===== src/hw/crsx_pkg.sv =====
/*
  crsx_pkg: shared constants for the rotate/subtract/xor/sleep execution block.
  Assumes nothing of its surroundings; used with explicit package scope only.
*/
package crsx_pkg;
  // data width of the accumulator and file registers
  localparam int unsigned DATA_W = 8;
  // register byte offsets (word aligned, Avalon-MM byte addresses)
  localparam logic [4:0] OFF_ACC = 5'h00;
  localparam logic [4:0] OFF_STATUS = 5'h04;
  localparam logic [4:0] OFF_CMD = 5'h08;
  localparam logic [4:0] OFF_FILE_DATA = 5'h0C;
  localparam logic [4:0] OFF_RESULT = 5'h10;
  // command register fields
  localparam int unsigned CMD_OP_LSB = 0;
  localparam int unsigned CMD_DEST_BIT = 3;
  localparam int unsigned CMD_ARG_LSB = 8;
  // status register fields
  localparam int unsigned ST_CARRY = 0;
  localparam int unsigned ST_NIBBLE = 1;
  localparam int unsigned ST_NULL = 2;
  localparam int unsigned ST_PDOWN = 3;
  localparam int unsigned ST_WDOG = 4;
  localparam int unsigned ST_SLEEP = 5;
  localparam int unsigned ST_FWRITE = 6;
  // reset values
  localparam logic [7:0] ACC_RST = 8'h00;
  localparam logic [7:0] STATUS_RST = 8'h00;
  // operation codes
  typedef enum logic [2:0] {
    OP_ROT = 3'h1,
    OP_SUB = 3'h2,
    OP_SUBB = 3'h3,
    OP_XORL = 3'h4,
    OP_XORF = 3'h5,
    OP_SLEEP = 3'h6
  } crsx_op_type;
endpackage


===== src/hw/crsx_alu.sv =====
/*
  crsx_alu: combinational arithmetic for rotate, subtract and exclusive-or.
  Assumes operands are stable for one cycle; the caller registers results.
*/
`timescale 1ns/1ps
`default_nettype none
module crsx_alu #(
  parameter int unsigned W = 8
) (
  // operation select
  input wire logic [2:0] op,
  // operands
  input wire logic [W-1:0] acc,
  input wire logic [W-1:0] fil,
  input wire logic [W-1:0] lit,
  input wire logic carry_in,
  // results
  output logic [W-1:0] res,
  output logic carry_out,
  output logic nibble_out,
  output logic null_out
);
  logic [W:0] diff;
  logic [4:0] ndiff;
  logic sub_b;

  // subtraction with not-borrow: no borrow in means carry_in set
  always_comb begin
    sub_b = (op == crsx_pkg::OP_SUBB) ? ~carry_in : 1'b0;
    diff = {1'b0, fil} - {1'b0, acc} - {{W{1'b0}}, sub_b};
    ndiff = {1'b0, fil[3:0]} - {1'b0, acc[3:0]} - {4'h0, sub_b};
  end

  // result mux and flags
  always_comb begin
    res = '0;
    carry_out = carry_in;
    nibble_out = 1'b0;
    unique case (op)
      crsx_pkg::OP_ROT: begin
        res = {carry_in, fil[W-1:1]};
        carry_out = fil[0];
      end
      crsx_pkg::OP_SUB, crsx_pkg::OP_SUBB: begin
        res = diff[W-1:0];
        carry_out = ~diff[W];
        nibble_out = ~ndiff[4];
      end
      crsx_pkg::OP_XORL: res = acc ^ lit;
      crsx_pkg::OP_XORF: res = acc ^ fil;
      default: res = '0;
    endcase
    null_out = (res == '0);
  end
endmodule
`default_nettype wire


===== src/hw/crsx_sync.sv =====
/*
  crsx_sync: two-flop level synchroniser.
  Assumes the input is a slowly changing level from outside the clock domain.
*/
`timescale 1ns/1ps
`default_nettype none
module crsx_sync (
  // clock and reset
  input wire logic clock,
  input wire logic rstn,
  // level in and out
  input wire logic din,
  output logic dout
);
  logic meta_q;

  // first flop feeds only the second
  always_ff @(posedge clock or negedge rstn) begin
    if (!rstn) begin
      meta_q <= 1'b0;
      dout <= 1'b0;
    end else begin
      meta_q <= din;
      dout <= meta_q;
    end
  end
endmodule
`default_nettype wire


===== src/hw/crsx_exec.sv =====
/*
  crsx_exec: execution unit for rotate-through-carry, subtract, subtract with
  borrow, exclusive-or and sleep, with an Avalon-MM register slave.
  Assumes a 10 MHz clock, async active-low reset, and an external wake level
  from outside the clock domain.
*/
`timescale 1ns/1ps
`default_nettype none
// Function
// - destination bit picks accumulator or file
// - rotate right through carry, one cycle
// - subtract accumulator from file, update flags
// - carry set when no borrow occurred
// - null flag set on zero result
// - subtract with borrow also removes inverted carry
// - xor literal into accumulator, null only
// - xor accumulator with file, null only
// - sleep stops clock until external wake
// - sleep sets power-down, clears watchdog flag
module crsx_exec (
  // clock and reset
  input wire logic clock,
  input wire logic rstn,
  // avalon-mm slave
  input wire logic [4:0] avs_address,
  input wire logic avs_read,
  input wire logic avs_write,
  input wire logic [31:0] avs_writedata,
  input wire logic [3:0] avs_byteenable,
  output logic [31:0] avs_readdata,
  output logic avs_waitrequest,
  // wake source and sleep state
  input wire logic ext_wake,
  output logic cpu_clock_run_q
);
  logic [7:0] acc_q;
  logic [7:0] file_q;
  logic [7:0] result_q;
  logic carry_q;
  logic nibble_q;
  logic null_q;
  logic pdown_q;
  logic wdog_q;
  logic sleep_q;
  logic fwrite_q;
  logic ack_q;
  logic wake_s;
  logic exec_go;
  logic file_op;
  logic [2:0] op;
  logic dest;
  logic [7:0] arg;
  logic [7:0] alu_res;
  logic alu_c;
  logic alu_n;
  logic alu_z;
  logic [7:0] status;

  // wake pin crosses from outside
  crsx_sync u_sync (
    .clock(clock),
    .rstn(rstn),
    .din(ext_wake),
    .dout(wake_s)
  );

  // command fields
  assign op = avs_writedata[crsx_pkg::CMD_OP_LSB +: 3];
  assign dest = avs_writedata[crsx_pkg::CMD_DEST_BIT];
  assign arg = avs_writedata[crsx_pkg::CMD_ARG_LSB +: 8];
  // a command executes on the accepted write to the command register, except while sleep_q is set
  assign exec_go = avs_write && !ack_q && avs_address == crsx_pkg::OFF_CMD
    && avs_byteenable[0] && !sleep_q;
  // these codes honour dest (xor literal always writes the accumulator); no-operation and unused codes leave data alone
  assign file_op = op inside {crsx_pkg::OP_ROT, crsx_pkg::OP_SUB, crsx_pkg::OP_SUBB,
    crsx_pkg::OP_XORF};

  crsx_alu #(.W(crsx_pkg::DATA_W)) u_alu (
    .op(op),
    .acc(acc_q),
    .fil(file_q),
    .lit(arg),
    .carry_in(carry_q),
    .res(alu_res),
    .carry_out(alu_c),
    .nibble_out(alu_n),
    .null_out(alu_z)
  );

  // one wait state on every access, so each answer is registered
  always_ff @(posedge clock or negedge rstn) begin
    if (!rstn) begin
      ack_q <= 1'b0;
    end else begin
      ack_q <= (avs_read || avs_write) && !ack_q;
    end
  end

  // waitrequest high until the acknowledging cycle
  always_ff @(posedge clock or negedge rstn) begin
    if (!rstn) begin
      avs_waitrequest <= 1'b1;
    end else begin
      avs_waitrequest <= !((avs_read || avs_write) && !ack_q);
    end
  end

  // accumulator: direct write or instruction result
  always_ff @(posedge clock or negedge rstn) begin
    if (!rstn) begin
      acc_q <= crsx_pkg::ACC_RST;
    end else if (exec_go) begin
      if (op == crsx_pkg::OP_XORL) begin
        acc_q <= alu_res;
      end else if (file_op && !dest) begin
        acc_q <= alu_res;
      end
    end else if (avs_write && !ack_q && avs_address == crsx_pkg::OFF_ACC
        && avs_byteenable[0]) begin
      acc_q <= avs_writedata[7:0];
    end
  end

  // file operand: loaded by software, written back when dest is set
  always_ff @(posedge clock or negedge rstn) begin
    if (!rstn) begin
      file_q <= 8'h00;
      fwrite_q <= 1'b0;
    end else if (exec_go) begin
      fwrite_q <= 1'b0;
      if (file_op && dest) begin
        file_q <= alu_res;
        fwrite_q <= 1'b1;
      end
    end else if (avs_write && !ack_q && avs_address == crsx_pkg::OFF_FILE_DATA
        && avs_byteenable[0]) begin
      file_q <= avs_writedata[7:0];
    end
  end

  // last result for inspection
  always_ff @(posedge clock or negedge rstn) begin
    if (!rstn) begin
      result_q <= 8'h00;
    end else if (exec_go && (file_op || op == crsx_pkg::OP_XORL)) begin
      result_q <= alu_res;
    end
  end

  // arithmetic flags per instruction
  always_ff @(posedge clock or negedge rstn) begin
    if (!rstn) begin
      carry_q <= crsx_pkg::STATUS_RST[crsx_pkg::ST_CARRY];
      nibble_q <= crsx_pkg::STATUS_RST[crsx_pkg::ST_NIBBLE];
      null_q <= crsx_pkg::STATUS_RST[crsx_pkg::ST_NULL];
    end else if (exec_go) begin
      unique case (op)
        crsx_pkg::OP_ROT: carry_q <= alu_c;
        crsx_pkg::OP_SUB, crsx_pkg::OP_SUBB: begin
          carry_q <= alu_c;
          nibble_q <= alu_n;
          null_q <= alu_z;
        end
        crsx_pkg::OP_XORL, crsx_pkg::OP_XORF: null_q <= alu_z;
        default: ;
      endcase
    end else if (avs_write && !ack_q && avs_address == crsx_pkg::OFF_STATUS
        && avs_byteenable[0]) begin
      carry_q <= avs_writedata[crsx_pkg::ST_CARRY];
      nibble_q <= avs_writedata[crsx_pkg::ST_NIBBLE];
      null_q <= avs_writedata[crsx_pkg::ST_NULL];
    end
  end

  // sleep state; power-down stays set until reset
  always_ff @(posedge clock or negedge rstn) begin
    if (!rstn) begin
      pdown_q <= 1'b0;
      sleep_q <= 1'b0;
      cpu_clock_run_q <= 1'b1;
    end else if (exec_go && op == crsx_pkg::OP_SLEEP) begin
      pdown_q <= 1'b1;
      sleep_q <= 1'b1;
      cpu_clock_run_q <= 1'b0;
    end else if (sleep_q && wake_s) begin
      sleep_q <= 1'b0;
      cpu_clock_run_q <= 1'b1;
    end
  end

  // the watchdog is outside, so software sets its flag in its stead and sleep clears it
  always_ff @(posedge clock or negedge rstn) begin
    if (!rstn) begin
      wdog_q <= 1'b0;
    end else if (exec_go && op == crsx_pkg::OP_SLEEP) begin
      wdog_q <= 1'b0;
    end else if (avs_write && !ack_q && avs_address == crsx_pkg::OFF_STATUS
        && avs_byteenable[0]) begin
      wdog_q <= avs_writedata[crsx_pkg::ST_WDOG];
    end
  end

  // status image
  always_comb begin
    status = 8'h00;
    status[crsx_pkg::ST_CARRY] = carry_q;
    status[crsx_pkg::ST_NIBBLE] = nibble_q;
    status[crsx_pkg::ST_NULL] = null_q;
    status[crsx_pkg::ST_PDOWN] = pdown_q;
    status[crsx_pkg::ST_WDOG] = wdog_q;
    status[crsx_pkg::ST_SLEEP] = sleep_q;
    status[crsx_pkg::ST_FWRITE] = fwrite_q;
  end

  // read data registered; unmapped offsets read zero
  always_ff @(posedge clock or negedge rstn) begin
    if (!rstn) begin
      avs_readdata <= 32'h00000000;
    end else if (avs_read && !ack_q) begin
      unique case (avs_address)
        crsx_pkg::OFF_ACC: avs_readdata <= {24'h000000, acc_q};
        crsx_pkg::OFF_STATUS: avs_readdata <= {24'h000000, status};
        crsx_pkg::OFF_FILE_DATA: avs_readdata <= {24'h000000, file_q};
        crsx_pkg::OFF_RESULT: avs_readdata <= {24'h000000, result_q};
        default: avs_readdata <= 32'h00000000;
      endcase
    end
  end
endmodule
`default_nettype wire


===== config.mk =====
export PLATFORM = sky130hd
export DESIGN_NAME = crsx_exec
export DESIGN_NICKNAME = d
export VERILOG_FILES = /design/src/hw/crsx_pkg.sv /design/src/hw/crsx_alu.sv /design/src/hw/crsx_sync.sv /design/src/hw/crsx_exec.sv
export SDC_FILE = /design/constraint.sdc
export NUM_CORES = 1
export LEC_CHECK = 0
export ABC_AREA = 1
export BUFFER_PORTS_ARGS = -buffer_cell sky130_fd_sc_hd__buf_2
export CORE_MARGIN = 1.5
export CORE_UTILIZATION = 58
export CTS_BUF_LIST = sky130_fd_sc_hd__clkbuf_4 sky130_fd_sc_hd__clkbuf_8
export DETAILED_ROUTE_END_ITERATION = 10
export GPL_TIMING_DRIVEN = 1
export PLACE_DENSITY = 0.93
export REMOVE_ABC_BUFFERS = 1
export SETUP_SLACK_MARGIN = 0.15
export SLEW_MARGIN = 0
export SYNTH_ARGS = -nofsm -noshare
export SYNTH_HDL_FRONTEND = slang
export SYNTH_SLANG_ARGS = --single-unit

===== constraint.sdc =====
create_clock -name clock -period 3.7 [get_ports clock]
set_input_delay 0.37 -clock clock [delete_from_list [all_inputs] [get_ports clock]]
set_output_delay 0.37 -clock clock [all_outputs]
set_load 0.01 [all_outputs]

After elaboration in Yosys (flattened, before gate mapping):

Index checks and enable logic that the tools add are counted.

* reduce and logical (&&, ||, !) cells: 39
* bitwise logic cells: 5
* eq/ne operators: 15
* add/sub/neg operators: 4
* muxes and demuxes: 27

Operators with widths (count)
* $pmux 8 s4: 2
* $mux 8: 7
* $mux 1: 18
* $logic_and 1x1->1: 17
* $xor 8x8->8: 2
* $eq 5x4->1 const B: 2
* $reduce_and 2->1: 5
* $reduce_bool 2->1: 5
* $eq 3x3->1 const B: 3
* $sub 8x8->9: 1
* $sub 9x1->9: 1
* $logic_not 8->1: 1
* $eq 3x2->1 const B: 2
* $eq 5x3->1 const B: 1
* $eq 5x5->1 const B: 1
* $logic_not 5->1: 1
* $sub 4x4->5: 1
* $sub 5x1->5: 1
* $logic_not 1->1: 4
* $ne 2x1->1 const B: 2
* $ne 2x2->1 const B: 2
* $reduce_bool 4->1: 1
* $reduce_or 4->1: 1
* $eq 3x1->1 const B: 1
* other kinds (5): 8

* word-level logic and storage cells: 106
* output and inout bits: 34
* flip-flop bits (word level): 68
* input bits: 46

Longest topological paths before layout:

* word-level depth: 7
* mapped depth: 21
* depth with buffers taken out: 20

Hierarchy:

From an unflattened synthesis, not the netlist that was laid out.

* cells, all modules: 531
* area, all modules: 3598.5 um2

By module, submodules not included
* crsx_exec: area an instance 2502.4 um2, cells an instance 329, times used 1
* crsx_alu: area an instance 1046.0 um2, cells an instance 200, times used 1
* crsx_sync: area an instance 50.0 um2, cells an instance 2, times used 1

Worst setup path before layout:

Ideal clock, no wire load.

* kind: input -> register
* start: input port avs_writedata[0]
* end: register null_q
* slack: 1.248 ns
* buffers on the path: 1
* cell stages on the path: 18
* data arrival time: 2.333 ns
* cells stage by stage: buf_4 -> inv_1 -> nor2_1 -> nand2_1 -> fa_1 -> inv_1 -> ha_1 -> or2_2 -> nand2_1 -> nand3_1 -> nand2_1 -> nand2_1 -> nor2_1 -> nor2_4 -> nand2_2 -> nor2_2 -> nand2_1 -> a21oi_2

* cells in the longest elaborated chain, start to end: 7
* elaborated cells on any way between the ends: 15
* those cells by class: add/sub (1); eq/ne (6); mux (4); reduce/logical (4)

RTL lines
* start: declaration: line crsx_exec.sv:28 `input wire logic [31:0] avs_writedata,`
* $eq 3x2->1: line crsx_alu.sv:29, crsx_alu.sv:39, crsx_exec.sv:157
* $mux 1: line crsx_alu.sv:29 `sub_b = (op == crsx_pkg::OP_SUBB) ? ~carry_in : 1'b0;`
* $sub 9x1->9: line crsx_alu.sv:30 `diff = {1'b0, fil} - {1'b0, acc} - {{W{1'b0}}, sub_b};`
* $pmux 8 s4: line crsx_alu.sv:39 `unique case (op)`
* $logic_not 8->1: line crsx_alu.sv:53 `null_out = (res == '0);`
* $mux 1: line crsx_exec.sv:157 `unique case (op)`
* $mux 1: line crsx_exec.sv:156 `end else if (exec_go) begin`
* end signal: assignment: line crsx_exec.sv:155 `null_q <= crsx_pkg::STATUS_RST[crsx_pkg::ST_NULL];`
* end signal: assignment: line crsx_exec.sv:162 `null_q <= alu_z;`
* end signal: assignment: line crsx_exec.sv:164 `crsx_pkg::OP_XORL, crsx_pkg::OP_XORF: null_q <= alu_z;`
* end: declaration: line crsx_exec.sv:41 `logic null_q;`

Several ways; a longest one is shown, not always the timed one. The select of a mux whose other input is x is not followed.
A chain may end at the register's enable or synchronous reset.

Worst setup path in the final report:

* start: input port avs_writedata[2]
* end: register null_q

Same word-level chain as after synthesis.

==> impl_results.md <==
* Status: completed
* # H-tree levels at 2
* # Max-Cap Violations at 0
* Max Root-Sink Buffers at 2
* P_int at ~980 uW
* Reg clk slew, reported paths at around 80 ps
* Non-Filler Instances at between 500 and 600
* GP Congestion at 0.8904
* Chip width at between 70 and 80 um
* Mux contribution to synthesized area at 0%
* Post-CTS resize count at 0
* Adder-cell share of the synthesized area at roughly 6.6%
* Clock root cell: clkbuf_8
* Switching power at between 600 and 700 uW
* Layout cell share with drive strength beyond 1 at roughly 16%
* Slowest-stage cell, CP: fa_1
* Clock Latency Late Sink at 300 ps
* Post-synth EDFFs at 0
* Nets at approximately 550
* WP data required at 3890 ps
* Final min period at between 2000 and 3000 ps
* Number of fill cells in the layout at between 500 and 600
* Synth Instances at around 450
* Post-DP HPWL at ~6 mm
* Initial cell density of the core at between 50% and 60%
* Vias in the first global route at 2,883
* DRC viols at 0
* Synth Area in XOR/XNOR at less than 1%
* CP Cell Sequence: buf_2 -> nor2_4 -> nand2_1 -> fa_1 -> inv_1 -> ha_1 -> or2_2 -> nand2_1 -> nand3_1 -> nand2_1 -> nand2_1 -> nor2_1 -> nor2_4 -> nand2_2 -> nor2_2 -> nand2_1 -> a21oi_2
* Cell variety after synth at 40
* TNS Setup at 0 ps
* Yosys reg bits at 44
* Final max-slew violation count at 0
* Max Freq at between 0.3 and 0.4 GHz
* Hold Path Origin: ext_wake
* Fin crit share at between 70% and 80%
* Synth Area in Compound Gates at about an eighth
* Critical path launch point: avs_writedata[2]
* Initial DRC Count at around 380
* Post-CTS setup buffer count at 0
* RSZ-0062 raised after global routing: false
* Row count at 27
* Final wirelength at ~8 mm
* Crit start category: input port
* Drt pass-1 iters at 6
* Ant. Diodes at 0
* Cell mode on critical path: nand2_1
* Die area at 6058 um^2
* Cts bufs inserted at 5
* Sw Ratio at roughly 39%
* Clk sink count at 44
* Clock power share at 23.0%
* CP Class: in -> reg
* Worst VDD drop at 0.0002652 V
* Yosys Warn Count at 0
* # setup viols final at 0
* Asr flop ratio synth at 100.0%
* Mapped cell area at 3248 um^2
* Vias at a little over 3,000
* Core Area at ~5400 um^2
* Post-synthesis sequential area ratio at 33.98%
* Measured slew at the worst slew-check pin at between 900 and 1000 ps
* P&R area growth vs syn at 7.280%
* CP max stage delay at around 520 ps
* Gate power share at between 30% and 40%
* Gr ovfl total at 0
* Final ANT Viol Nets at 0
* Post-Syn Area per Cell at roughly 7.2 um^2
* Tot Pwr at about 1600 uW
* Worst min path class: in -> reg
* Pwr dens at 460.4 nW/um^2
* Initial antenna violation count at 0
* Pin count of the biggest net entering global routing at 45
* Primary FF master, synth: dfrtp_1
* Worst R2R Start: carry_q$_DFFE_PN0P_
* Crit path capture type: flip-flop
* Drt wl/cell at approximately 14 um
* Hold Buf Count CTS at 0
* Final Hold Viols at 0
* Largest family of logic cells by synthesized area: simple AND/OR/NAND/NOR gates
* Total placed cells including tap cells at around 550
* Top Ports at 80
* Chip Height at 77.84 um
* Total GRT Usage at between 20% and 30%
* Flop pwr share at 37.8%
* CTS tree: built
* Port Buf Inserts at 36
* CP arrival at about 2800 ps
* First-pass GRT wire length at 13.37 mm
* Post-DR vias/cell at ~5.4
* Worst Path Max Fanout at 12
* Leakage at 0.001918 uW
* Slew margin rel. at a little over a third
* Final Skew at 8.400 ps
* Post-Synth Simple-Gate Area at between 30% and 40%
[worst max-delay path, delay by kind of cell]
family | cells | cell delay (ps)
adders and majority gates | 2 | 690
and+or+nand+nor | 12 | 1420
buffers and inverters | 2 | 260
AOI/OAI and AO/OA | 1 | 60
[power by group through the flow]
stage	Clock [uW]	Combinational (uW)	Sequential, uW
3_3_place_gp	0	588	610
5_1_grt	391	721	613
4_1_cts	369	620	604
3_5_place_dp	0	617	613
2_1_floorplan	0	471	594
6_report	370	628	606
[logic make-up after synthesis]
family,Yosys count
and+or+nand+nor,239
buffers and inverters,91
AOI/OAI and AO/OA,62
DFF,44
adders and majority gates,16
xor gates and xnor gates,1
other,1
[per-stage QoR]
step	hold WS [ps]	area, um^2	setup WS, ps	utilization [%]
2_1_floorplan	74.41	3103	1290	-
4_1_cts	175.4	3485	1106	64.07
6_report	172.2	3485	1073	64.07
3_3_place_gp	332.4	3373	887.0	62.02
5_1_grt	168.2	3485	880.8	64.07
3_5_place_dp	349.0	3373	792.8	62.02
[path summary, 6_finish.rpt]
kind	to	depth (start not counted)	slack, ps
setup reg to reg	null_q$_DFFE_PN0P_	16	1130
setup / recovery	null_q$_DFFE_PN0P_	17	1070
hold / removal	u_sync.meta_q$_DFF_PN0_	1	170
hold reg to reg	u_sync.dout$_DFF_PN0_	0	370
min in group asynchronous	avs_readdata[3]$_DFFE_PN0P_	1	210
max in group asynchronous	sleep_q$_DFFE_PN0P_	1	2880
[cell usage after synthesis, drive strengths merged, types with 3 or more instances]
master  number  share of area, %
o21ai       34               5.7
o21a         4              0.92
ha          14               5.4
a221oi       7               1.9
a21oi       13               2.1
nor3         3              0.62
dfrtp       42                32
nand3b       5               1.2
inv         60               7.1
nor2        35               5.2
nand4        6               1.3
nand2      158                19
buf         30               7.0
nand3       29               5.3
[registers in the layout, indices dropped and copies added, names as in the netlist]
signal / flops
ack_q: 1
pdown_q: 1
nibble_q: 1
avs_readdata: 8
u_sync.dout: 1
u_sync.meta_q: 1
null_q: 1
acc_q: 8
carry_q: 1
file_q: 8
cpu_clock_run_q: 1
wdog_q: 1
fwrite_q: 1
result_q: 8
avs_waitrequest: 1
sleep_q: 1
[cell type report]
type,count,area (um^2),share of cell area [%]
Tap cell,72,90.09,2.585
Sequential cell,44,1104,31.67
Clock buffer,6,76.32,2.190
Timing Repair Buffer,36,180.2,5.171
Clock inverter,2,35.03,1.005
Multi-Input combinational cell,342,1769,50.77
Inverter,60,230.2,6.607
[layer usage]
layer	global-route usage, %	share of wire (%)
met5	0	0
met3	5.059	7.8
met1	34.14	40
met4	12.55	3.3
met2	47.65	49
[layout by cell type, fill, tap and decap left out, types with 14 or more instances in the layout]
| master | count |
|---|---|
| o21ai_1 | 14 |
| buf_2 | 36 |
| ha_1 | 14 |
| conb_1 | 24 |
| inv_1 | 53 |
| nand2_1 | 153 |
| nor2_1 | 26 |
| o21ai_0 | 18 |
| nand3_1 | 25 |
| dfrtp_1 | 42 |
(Power assumes the default switching activity.)
